**config.mk**
```make
export PLATFORM = sky130hd
export DESIGN_NAME = fbp_top
export DESIGN_NICKNAME = d
export VERILOG_FILES = /design/src/verilog/fbp_pkg.sv /design/src/verilog/fbp_range_decode.sv /design/src/verilog/fbp_otp_bits.sv /design/src/verilog/fbp_top.sv
export SDC_FILE = /design/constraint.sdc
export NUM_CORES = 1
export LEC_CHECK = 0
export BUFFER_PORTS_ARGS = -buffer_cell sky130_fd_sc_hd__clkbuf_2
export CORE_ASPECT_RATIO = 0.9
export CORE_UTILIZATION = 54
export DETAILED_ROUTE_END_ITERATION = 16
export PLACE_DENSITY = 0.86
export SYNTH_ARGS = -nofsm -noshare
export SYNTH_HDL_FRONTEND = slang
export SYNTH_SLANG_ARGS = --single-unit
```
**constraint.sdc**
```tcl
create_clock -name MCLK -period 3.7 [get_ports MCLK]
set_clock_uncertainty 0.05 [all_clocks]
set_input_delay 0.185 -clock MCLK [delete_from_list [all_inputs] [get_ports MCLK]]
set_output_delay 0.185 -clock MCLK [all_outputs]
set_load 0.1 [all_outputs]
```
**src/verilog/fbp_pkg.sv**
```systemverilog
package fbp_pkg;

  // register map, byte addresses
  localparam logic [11:0] FBP_ADDR_FUNC   = 12'h000;
  localparam logic [11:0] FBP_ADDR_PROT   = 12'h004;
  localparam logic [11:0] FBP_ADDR_CHECK  = 12'h008;
  localparam logic [11:0] FBP_ADDR_RESULT = 12'h00C;
  localparam logic [11:0] FBP_ADDR_SUSP   = 12'h010;

  // function register fields
  localparam int FBP_FR_RSTDIS = 0;
  localparam int FBP_FR_ENDSEL = 1;
  localparam int FBP_FR_PPAUSE = 2;
  localparam int FBP_FR_EPAUSE = 3;
  localparam int FBP_FR_LOCK_LO = 4;
  localparam logic [7:0] FBP_FR_OTP_MASK = 8'hF3;
  localparam logic [7:0] FBP_FR_RESET    = 8'h00;

  // protect register fields
  localparam int FBP_PR_CODE_LO = 0;
  localparam int FBP_PR_WEL     = 4;
  localparam logic [3:0] FBP_PROT_RESET = 4'h0;

  // check register fields: [7:0] block, [9:8] info row, [12:10] op
  localparam int FBP_CK_ROW_LO = 8;
  localparam int FBP_CK_OP_LO  = 10;

  // suspend register fields
  localparam int FBP_SU_PSUSP = 0;
  localparam int FBP_SU_ESUSP = 1;
  localparam int FBP_SU_PRES  = 2;
  localparam int FBP_SU_ERES  = 3;

  localparam logic [8:0] FBP_NUM_BLOCKS = 9'h100;

  typedef enum logic [2:0] {
    FBP_OP_NONE  = 3'h0,
    FBP_OP_PROG  = 3'h1,
    FBP_OP_ERASE = 3'h2,
    FBP_OP_CHIP  = 3'h3,
    FBP_OP_ROWPG = 3'h4
  } fbp_op_t;

endpackage : fbp_pkg

```
**src/verilog/fbp_range_decode.sv**
```systemverilog
`timescale 1ns/1ps
`default_nettype none
module fbp_range_decode #(
  parameter bit ALT_TABLE = 1'b0
) (
  input  wire logic [3:0] code,
  input  wire logic       end_select,
  input  wire logic [7:0] block,
  output logic            is_protected
);
  import fbp_pkg::*;

  // protected block count for a code, 9 bits so 256 fits
  function automatic logic [8:0] fbp_count(input logic [3:0] c, input bit alt);
    logic [8:0] n;
    n = 9'h000;
    if (c == 4'h0) begin
      n = 9'h000;
    end else if (c <= 4'h8) begin
      n = 9'(9'h001 << (c - 4'h1));                     // see RULE1
    end else if (!alt || c == 4'hF) begin
      n = FBP_NUM_BLOCKS;                               // see RULE3
    end else begin
      n = 9'(FBP_NUM_BLOCKS - (9'h100 >> (c - 4'h7)));  // see RULE4
    end
    return n;
  endfunction : fbp_count

  wire logic [8:0] count   = fbp_count(code, ALT_TABLE);  // see RULE5
  wire logic [8:0] blk9    = {1'b0, block};
  wire logic       in_low  = blk9 < count;
  wire logic       in_high = blk9 >= 9'(FBP_NUM_BLOCKS - count);

  assign is_protected = (count != 9'h000) & (end_select ? in_low : in_high);  // see RULE2

endmodule : fbp_range_decode
`default_nettype wire

```
**src/verilog/fbp_otp_bits.sv**
```systemverilog
`timescale 1ns/1ps
`default_nettype none
module fbp_otp_bits (
  input  wire logic       clk,
  input  wire logic       rst,
  input  wire logic       load,
  input  wire logic [7:0] wdata,
  input  wire logic [7:0] init,
  input  wire logic       init_load,
  output logic      [7:0] q
);
  import fbp_pkg::*;

  logic [7:0] q_r;
  wire  logic [7:0] q_nxt = init_load ? init : (load ? (q_r | (wdata & FBP_FR_OTP_MASK)) : q_r);  // see RULE14

  always_ff @(posedge clk or posedge rst) begin
    if (rst) begin
      q_r <= FBP_FR_RESET;
    end else begin
      q_r <= q_nxt;  // see RULE13
    end
  end

  assign q = q_r;

endmodule : fbp_otp_bits
`default_nettype wire

```
**src/verilog/fbp_top.sv**
```systemverilog
// Functional notes
// RULE1: selector zero, code n 1..8 protects top 2^(n-1) blocks; code 0 none.
// RULE2: selector one places the same counts at the bottom from block zero.
// RULE3: standard table, codes 9..15 protect all 256 blocks.
// RULE4: alternative table, codes 9..14 protect 192..254 blocks; 15 protects all.
// RULE5: decode table chosen by a build-time parameter only.
// RULE6: function register is 8 bits: locks, erase flag, program flag, selector, reset disable.
// RULE7: reset-disable bit powers up per package variant; others power up zero.
// RULE8: reset-disable one ignores dedicated reset pin, uses shared hold/reset pin.
// RULE9: selector set to one moves range to bottom permanently.
// RULE10: program flag set by suspend during program, cleared on resume; read-only.
// RULE11: erase flag set by suspend during erase, cleared on resume; read-only.
// RULE12: info row lock bit n refuses programming of info row n.
// RULE13: lock bits start zero and never revert once set.
// RULE14: one-time bits accept ones; writes clearing them have no effect.
// RULE15: program or erase targeting a protected block is refused.
// RULE16: whole chip erase refused unless all protect code bits are zero.
// RULE17: host issues write enable before each function register write; latch clears after.
// RULE18: register writes leave suspend flags alone and only set one-time bits; here suspend register writes set and clear those flags.
//
// Decided for this implementation: the address map and register access over APB.
`timescale 1ns/1ps
`default_nettype none
module fbp_top #(
  parameter bit ALT_TABLE   = 1'b0,
  parameter bit RSTDIS_INIT = 1'b0
) (
  // clock and reset
  input  wire logic        MCLK,
  input  wire logic        RST,
  // apb slave
  input  wire logic        PSEL,
  input  wire logic        PENABLE,
  input  wire logic        PWRITE,
  input  wire logic [11:0] PADDR,
  input  wire logic [31:0] PWDATA,
  output logic      [31:0] PRDATA,
  output logic             PREADY,
  output logic             PSLVERR,
  // reset pins
  input  wire logic        DEDICATED_RESET_N,
  input  wire logic        HOLD_RESET_N,
  input  wire logic        HOLD_PIN_IS_RESET,
  output logic             DEVICE_RESET,
  // status
  output logic      [7:0]  FUNC_REG,
  output logic      [3:0]  PROTECT_CODE,
  output logic             CHECK_REFUSED,
  output logic             CHECK_DONE
);
  import fbp_pkg::*;

  ////////////////////////////////////////////////////////////////////////////
  // apb decode
  wire logic acc      = PSEL & PENABLE;
  wire logic wr       = acc & PWRITE;
  wire logic sel_func = PADDR == FBP_ADDR_FUNC;
  wire logic sel_prot = PADDR == FBP_ADDR_PROT;
  wire logic sel_chk  = PADDR == FBP_ADDR_CHECK;
  wire logic sel_res  = PADDR == FBP_ADDR_RESULT;
  wire logic sel_susp = PADDR == FBP_ADDR_SUSP;
  wire logic mapped   = sel_func | sel_prot | sel_chk | sel_res | sel_susp;

  assign PREADY  = 1'b1;
  assign PSLVERR = acc & ~mapped;

  ////////////////////////////////////////////////////////////////////////////
  // protect code and write-enable latch
  logic [3:0] code_r;
  logic       wel_r;
  logic       init_done_r;

  wire logic prot_wr  = wr & sel_prot;
  wire logic func_wr  = wr & sel_func & wel_r;  // see RULE17
  wire logic wel_nxt  = prot_wr ? PWDATA[FBP_PR_WEL] : (func_wr ? 1'b0 : wel_r);

  always_ff @(posedge MCLK or posedge RST) begin
    if (RST) begin
      code_r      <= FBP_PROT_RESET;
      wel_r       <= 1'b0;
      init_done_r <= 1'b0;
    end else begin
      if (prot_wr) begin
        code_r <= PWDATA[FBP_PR_CODE_LO +: 4];
      end
      wel_r       <= wel_nxt;
      init_done_r <= 1'b1;
    end
  end

  ////////////////////////////////////////////////////////////////////////////
  // function register: one-time bits plus volatile flags
  logic [7:0] otp_q;
  wire  logic [7:0] otp_init = {7'h00, RSTDIS_INIT};  // see RULE7

  fbp_otp_bits u_otp (
    .clk       (MCLK),
    .rst       (RST),
    .load      (func_wr),
    .wdata     (PWDATA[7:0]),
    .init      (otp_init),
    .init_load (~init_done_r),
    .q         (otp_q)
  );

  logic ppause_r;
  logic epause_r;
  wire logic su_wr   = wr & sel_susp;
  wire logic p_set   = su_wr & PWDATA[FBP_SU_PSUSP];
  wire logic p_clr   = su_wr & PWDATA[FBP_SU_PRES];
  wire logic e_set   = su_wr & PWDATA[FBP_SU_ESUSP];
  wire logic e_clr   = su_wr & PWDATA[FBP_SU_ERES];

  always_ff @(posedge MCLK or posedge RST) begin
    if (RST) begin
      ppause_r <= 1'b0;
      epause_r <= 1'b0;
    end else begin
      ppause_r <= p_set | (ppause_r & ~p_clr);  // see RULE10
      epause_r <= e_set | (epause_r & ~e_clr);  // see RULE11
    end
  end

  // suspend flags never come from a function register write
  wire logic [7:0] func_val = {otp_q[7:4], epause_r, ppause_r, otp_q[1:0]};  // see RULE6, see RULE18

  ////////////////////////////////////////////////////////////////////////////
  // reset pin selection
  wire logic ded_off = func_val[FBP_FR_RSTDIS];
  wire logic shr_rst = HOLD_PIN_IS_RESET & ~HOLD_RESET_N;
  assign DEVICE_RESET = ded_off ? shr_rst : ~DEDICATED_RESET_N;  // see RULE8

  ////////////////////////////////////////////////////////////////////////////
  // operation check
  logic [12:0] chk_r;
  logic        refused_r;
  logic        done_r;
  wire  logic  chk_wr = wr & sel_chk;
  wire  logic  blk_prot;

  fbp_range_decode #(
    .ALT_TABLE (ALT_TABLE)
  ) u_dec (
    .code         (code_r),
    .end_select   (func_val[FBP_FR_ENDSEL]),  // see RULE9
    .block        (PWDATA[7:0]),
    .is_protected (blk_prot)
  );

  wire logic [2:0] op_w  = PWDATA[FBP_CK_OP_LO +: 3];
  wire logic [1:0] row_w = PWDATA[FBP_CK_ROW_LO +: 2];
  wire logic row_lock    = func_val[FBP_FR_LOCK_LO + row_w];
  wire logic refuse_nxt  = ((op_w == FBP_OP_PROG || op_w == FBP_OP_ERASE) & blk_prot)  // see RULE15
                         | ((op_w == FBP_OP_CHIP) & (code_r != 4'h0))                 // see RULE16
                         | ((op_w == FBP_OP_ROWPG) & row_lock);                       // see RULE12

  always_ff @(posedge MCLK or posedge RST) begin
    if (RST) begin
      chk_r     <= 13'h0000;
      refused_r <= 1'b0;
      done_r    <= 1'b0;
    end else begin
      done_r <= chk_wr;
      if (chk_wr) begin
        chk_r     <= PWDATA[12:0];
        refused_r <= refuse_nxt;
      end
    end
  end

  ////////////////////////////////////////////////////////////////////////////
  // read mux
  wire logic [31:0] rd_func = {24'h000000, func_val};
  wire logic [31:0] rd_prot = {27'h0000000, wel_r, code_r};
  wire logic [31:0] rd_chk  = {19'h00000, chk_r};
  wire logic [31:0] rd_res  = {31'h00000000, refused_r};
  wire logic [31:0] rd_susp = {30'h00000000, epause_r, ppause_r};
  wire logic [31:0] rd_mux  = sel_func ? rd_func :
                              sel_prot ? rd_prot :
                              sel_chk  ? rd_chk  :
                              sel_res  ? rd_res  :
                              sel_susp ? rd_susp : 32'h00000000;

  always_ff @(posedge MCLK or posedge RST) begin
    if (RST) begin
      PRDATA <= 32'h00000000;
    end else if (PSEL & ~PENABLE & ~PWRITE) begin
      PRDATA <= rd_mux;
    end
  end

  assign FUNC_REG      = func_val;
  assign PROTECT_CODE  = code_r;
  assign CHECK_REFUSED = refused_r;
  assign CHECK_DONE    = done_r;

endmodule : fbp_top
`default_nettype wire

```
==> results_tabular.tex <==
\begin{tabular}{lr}
\hline
Metric & Value \\
\hline
\multicolumn{2}{l}{\textbf{Critical path}} \\
R2R Path End & CHECK\_REFUSED\$\_DFFE\_PP0P\_ \\
Launching point of the worst reg2reg path & PROTECT\_CODE[3]\$\_DFFE\_PP0P\_ \\
FF-to-FF setup slack & 870 ps \\
Worst setup SP type & register \\
Worst EP arrival & 2940 ps \\
Number of cell instances on the worst register-to-register path & 12 \\
Classification of the worst setup path & reg2reg \\
Highest fanout seen on the critical path & 16 \\
Critical Path RT & 3810 ps \\
Critical path endpoint category & register \\
\multicolumn{2}{l}{\textbf{Floorplanning}} \\
Die Height & 69.30 µm \\
Die outline width & 76.78 µm \\
IO Count & 101 \\
Die footprint & 0.005321 mm² \\
Row Count & 24 \\
Core area & 0.004835 mm² \\
Initial core utilization & 0.5621 \\
\multicolumn{2}{l}{\textbf{Pwr}} \\
Leakage power of the design & 1.485 nW \\
Power Density & 329.0 mW/mm² \\
Gate power share & 0.178 \\
Net load switching power & 313.6 µW \\
Power Internal & 693.3 µW \\
Portion of total power attributed to the clock network & 0.365 \\
Power, Total & 1.007 mW \\
Peak ir drop on the vdd network & 0.1571 mV \\
Switching part of the total power & 0.3114 \\
Share of total power in sequential cells & 0.458 \\
\multicolumn{2}{l}{\textbf{Layout}} \\
Area growth from synthesis to final layout & 12.62\% \\
Most frequent cells in the layout & sky130\_fd\_sc\_hd\_\_clkbuf\_2 (61), sky130\_fd\_sc\_hd\_\_dfrtp\_1 (42), sky130\_fd\_sc\_hd\_\_nand2\_1 (38) \\
Commonest non-fill, non-tap cell in the layout & sky130\_fd\_sc\_hd\_\_clkbuf\_2 \\
Layout cell share with drive strength beyond 1 & 0.2711 \\
Nets@finish & 411 \\
Diode count & 0 \\
Filler cell count in the final layout & 420 \\
\multicolumn{2}{l}{\textbf{Timing}} \\
Hold violation total from the final report & 0 \\
Total negative setup slack & 0 ps \\
Final setup slack of the worst path & 870.3 ps \\
Final hold slack & 93.20 ps \\
Clock period minus worst slack & 2830 ps \\
Count of pins over their slew limit & 0 \\
Worst slew margin relative to its limit & 0.5020 \\
Slew of the pin with the lowest slew margin & 745.1 ps \\
Period utilization & 0.7648 \\
RSZ-0062 raised after global routing & false \\
Maximum operating frequency & 353.4 MHz \\
Final setup violation count & 0 \\
\multicolumn{2}{l}{\textbf{Drt}} \\
Pre-Repair DR Iteration Count & 4 \\
Total wire length & 6.214 mm \\
Mean number of vias per cell & 5.657 \\
Via total after detailed routing & 2308 \\
Starting DRT DRC Count & 221 \\
Number of design rule violations left after detail routing & 0 \\
Remaining antenna violation count after routing & 0 \\
Average wire per standard cell & 15.23 µm \\
\multicolumn{2}{l}{\textbf{Yosys}} \\
EDFF count, synth & 0 \\
Number of register bits inferred by synthesis & 42 \\
Sequential fraction of the synthesis area & 0.3867 \\
Top cell type by total area after synthesis & sky130\_fd\_sc\_hd\_\_dfrtp\_1 \\
Cells after Synth & 290 \\
Main flop type after synthesis & sky130\_fd\_sc\_hd\_\_dfrtp\_1 \\
Syn. warnings & 0 \\
Proportion of synthesized flip-flops having asynchronous set or reset & 1.000 \\
Library cells used by synthesis & 49 \\
Netlist area before placement & 0.002718 mm² \\
Synth top area cells & sky130\_fd\_sc\_hd\_\_dfrtp\_1 (39\%), sky130\_fd\_sc\_hd\_\_ha\_1 (7.8\%), sky130\_fd\_sc\_hd\_\_buf\_4 (6.9\%), sky130\_fd\_sc\_hd\_\_mux2\_2 (6.2\%), sky130\_fd\_sc\_hd\_\_nand2\_1 (5.2\%) \\
Synthesized area divided by synthesized cell count & 9.371 µm² \\
Portion of synthesized cell area occupied by the leading cell type & 0.3867 \\
\multicolumn{2}{l}{\textbf{Hold path}} \\
Hold-critical path endpoint & chk\_r[9]\$\_DFFE\_PP0P\_ \\
Worst hold path stage count & 2 \\
Hold WC Path Type & in2reg \\
Source of the worst hold timing path & PWDATA[9] \\
\multicolumn{2}{l}{\textbf{Run status}} \\
Outcome & complete, no violations \\
\multicolumn{2}{l}{\textbf{Clock network}} \\
Max Buffers Root-to-Sink & 2 \\
H-tree levels & 2 \\
\# resized after CTS & 0 \\
Number of buffers created by CTS & 5 \\
Skew-Pair Late Insertion Delay & 300 ps \\
CTS root buf & sky130\_fd\_sc\_hd\_\_clkbuf\_8 \\
Clock sink total & 42 \\
Reg clk slew, reported paths & 80 ps \\
TritonCTS clock tree & done \\
\multicolumn{2}{l}{\textbf{Placement}} \\
Pre-CTS WS & 930.8 ps \\
Count of input and output buffers & 61 \\
Post-DP HPWL & 4.696 mm \\
GPL Wtd Cong & 0.8520 \\
\multicolumn{2}{l}{\textbf{GRT}} \\
Number of global-route vias before repair & 2109 \\
Initial antenna violation count & 0 \\
Maximum number of pins on one net before global-route repair & 43 \\
Congestion Overflow GR & 0 \\
Global-route wire length before repair & 10.28 mm \\
Global router's overall resource usage & 0.2496 \\
\multicolumn{2}{l}{\textbf{Job}} \\
\# Max-Cap Violations & 0 \\
\hline
\end{tabular}
cell type report:
class / instances / area, µm² / area share
multi-input combinational: 220 / 1451 / 0.4742
sequential: 42 / 1051 / 0.3434
timing repair buffer: 64 / 330.3 / 0.1079
tap: 65 / 81.33 / 0.02657
clock buffer: 5 / 68.82 / 0.02249
clock inverter: 3 / 43.79 / 0.01431
inverter: 9 / 33.78 / 0.01104
through the flow:
stage                       util  cell area [µm²]  std cells
after global placement    0.6077             2938        399
after CTS                 0.6330             3060        408
after floorplan                -             2789        309
after global routing      0.6330             3060        408
final                     0.6330             3060        408
after detailed placement  0.6077             2938        399
power by group through the flow:
stage                     Combinational, mW  Sequential (mW)  Clock, mW
after global placement                0.173            0.470          0
after floorplan                       0.157            0.470          0
final                                 0.179            0.461      0.367
after detailed placement              0.177            0.470          0
after CTS                             0.178            0.461      0.370
after global routing                  0.190            0.461      0.387
state kept, by name (all words and copies together) (netlist names):
register / flops
init_done_r: 1
PROTECT_CODE: 4
CHECK_DONE: 1
PRDATA: 13
CHECK_REFUSED: 1
u_otp.q: 6
wel_r: 1
ppause_r: 1
chk_r: 13
epause_r: 1
cell usage after synthesis (all sizes together) (2+ instances only):
cell type and count:
nand2b 4, clkbuf 10, nor2 11, a31oi 4, nand4 2, ha 17
nand2 38, mux2 17, mux2i 4, nor3b 2, nand3b 4, nor4 4
xnor2 2, a211o 3, o21ai 24, a21oi 14, o211ai 3, nor3 5
nand3 7, buf 28, conb 2, nor2b 10, dfrtp 42, and3 4
a32oi 3, inv 9, or3 3
worst max-delay path by stage:
stage	from	to	slack [ps]	depth (start not counted)
final	PROTECT_CODE[3]$_DFFE_PP0P_	CHECK_REFUSED$_DFFE_PP0P_	870	12
after global routing	PROTECT_CODE[0]$_DFFE_PP0P_	CHECK_REFUSED$_DFFE_PP0P_	770	11
after CTS	PROTECT_CODE[3]$_DFFE_PP0P_	CHECK_REFUSED$_DFFE_PP0P_	910	12
after detailed placement	PROTECT_CODE[3]$_DFFE_PP0P_	CHECK_REFUSED$_DFFE_PP0P_	930	12
after global placement	PADDR[7]	chk_r[7]$_DFFE_PP0P_	1000	5
after floorplan	PROTECT_CODE[0]$_DFFE_PP0P_	CHECK_REFUSED$_DFFE_PP0P_	580	12
metal layers:
layer | track usage | vias to the layer above | part of all wire
li1 | - | 1088 | -
met1 | 0.3376 | 1118 | 0.44
met2 | 0.3988 | 90 | 0.49
met3 | 0.05000 | 12 | 0.060
met4 | 0.08761 | 0 | 0.016
met5 | 0 | - | 0
critical path, stage by stage, from the launching register on:
cell and delay, ps:
sky130_fd_sc_hd__dfrtp_1 370, sky130_fd_sc_hd__buf_4 190, sky130_fd_sc_hd__nand2b_1 210, sky130_fd_sc_hd__nor3_1 240, sky130_fd_sc_hd__inv_1 80, sky130_fd_sc_hd__ha_1 280
sky130_fd_sc_hd__xnor2_1 150, sky130_fd_sc_hd__ha_1 290, sky130_fd_sc_hd__a211o_1 300, sky130_fd_sc_hd__o2111ai_1 90, sky130_fd_sc_hd__a31oi_1 110, sky130_fd_sc_hd__o211ai_1 210
sky130_fd_sc_hd__a31oi_1 110
timing repair:
item,CTS,global route
setup buffers,0,0
hold buffers,1,0
setup endpoints to repair,0,0
hold endpoints to repair,42,0
cells by family after synthesis:
logic type,count (synthesis),share of synthesized area
AO/OA/AOI/OAI,60,0.1331
multiplexers,22,0.09346
adder cells (fa/ha/maj),17,0.07827
flip-flops,42,0.3867
other,2,0.002763
AND/OR/NAND/NOR,98,0.1938
buffers and inverters,47,0.1054
XOR/XNOR,2,0.006447
Power figures use the tool's default switching activity.
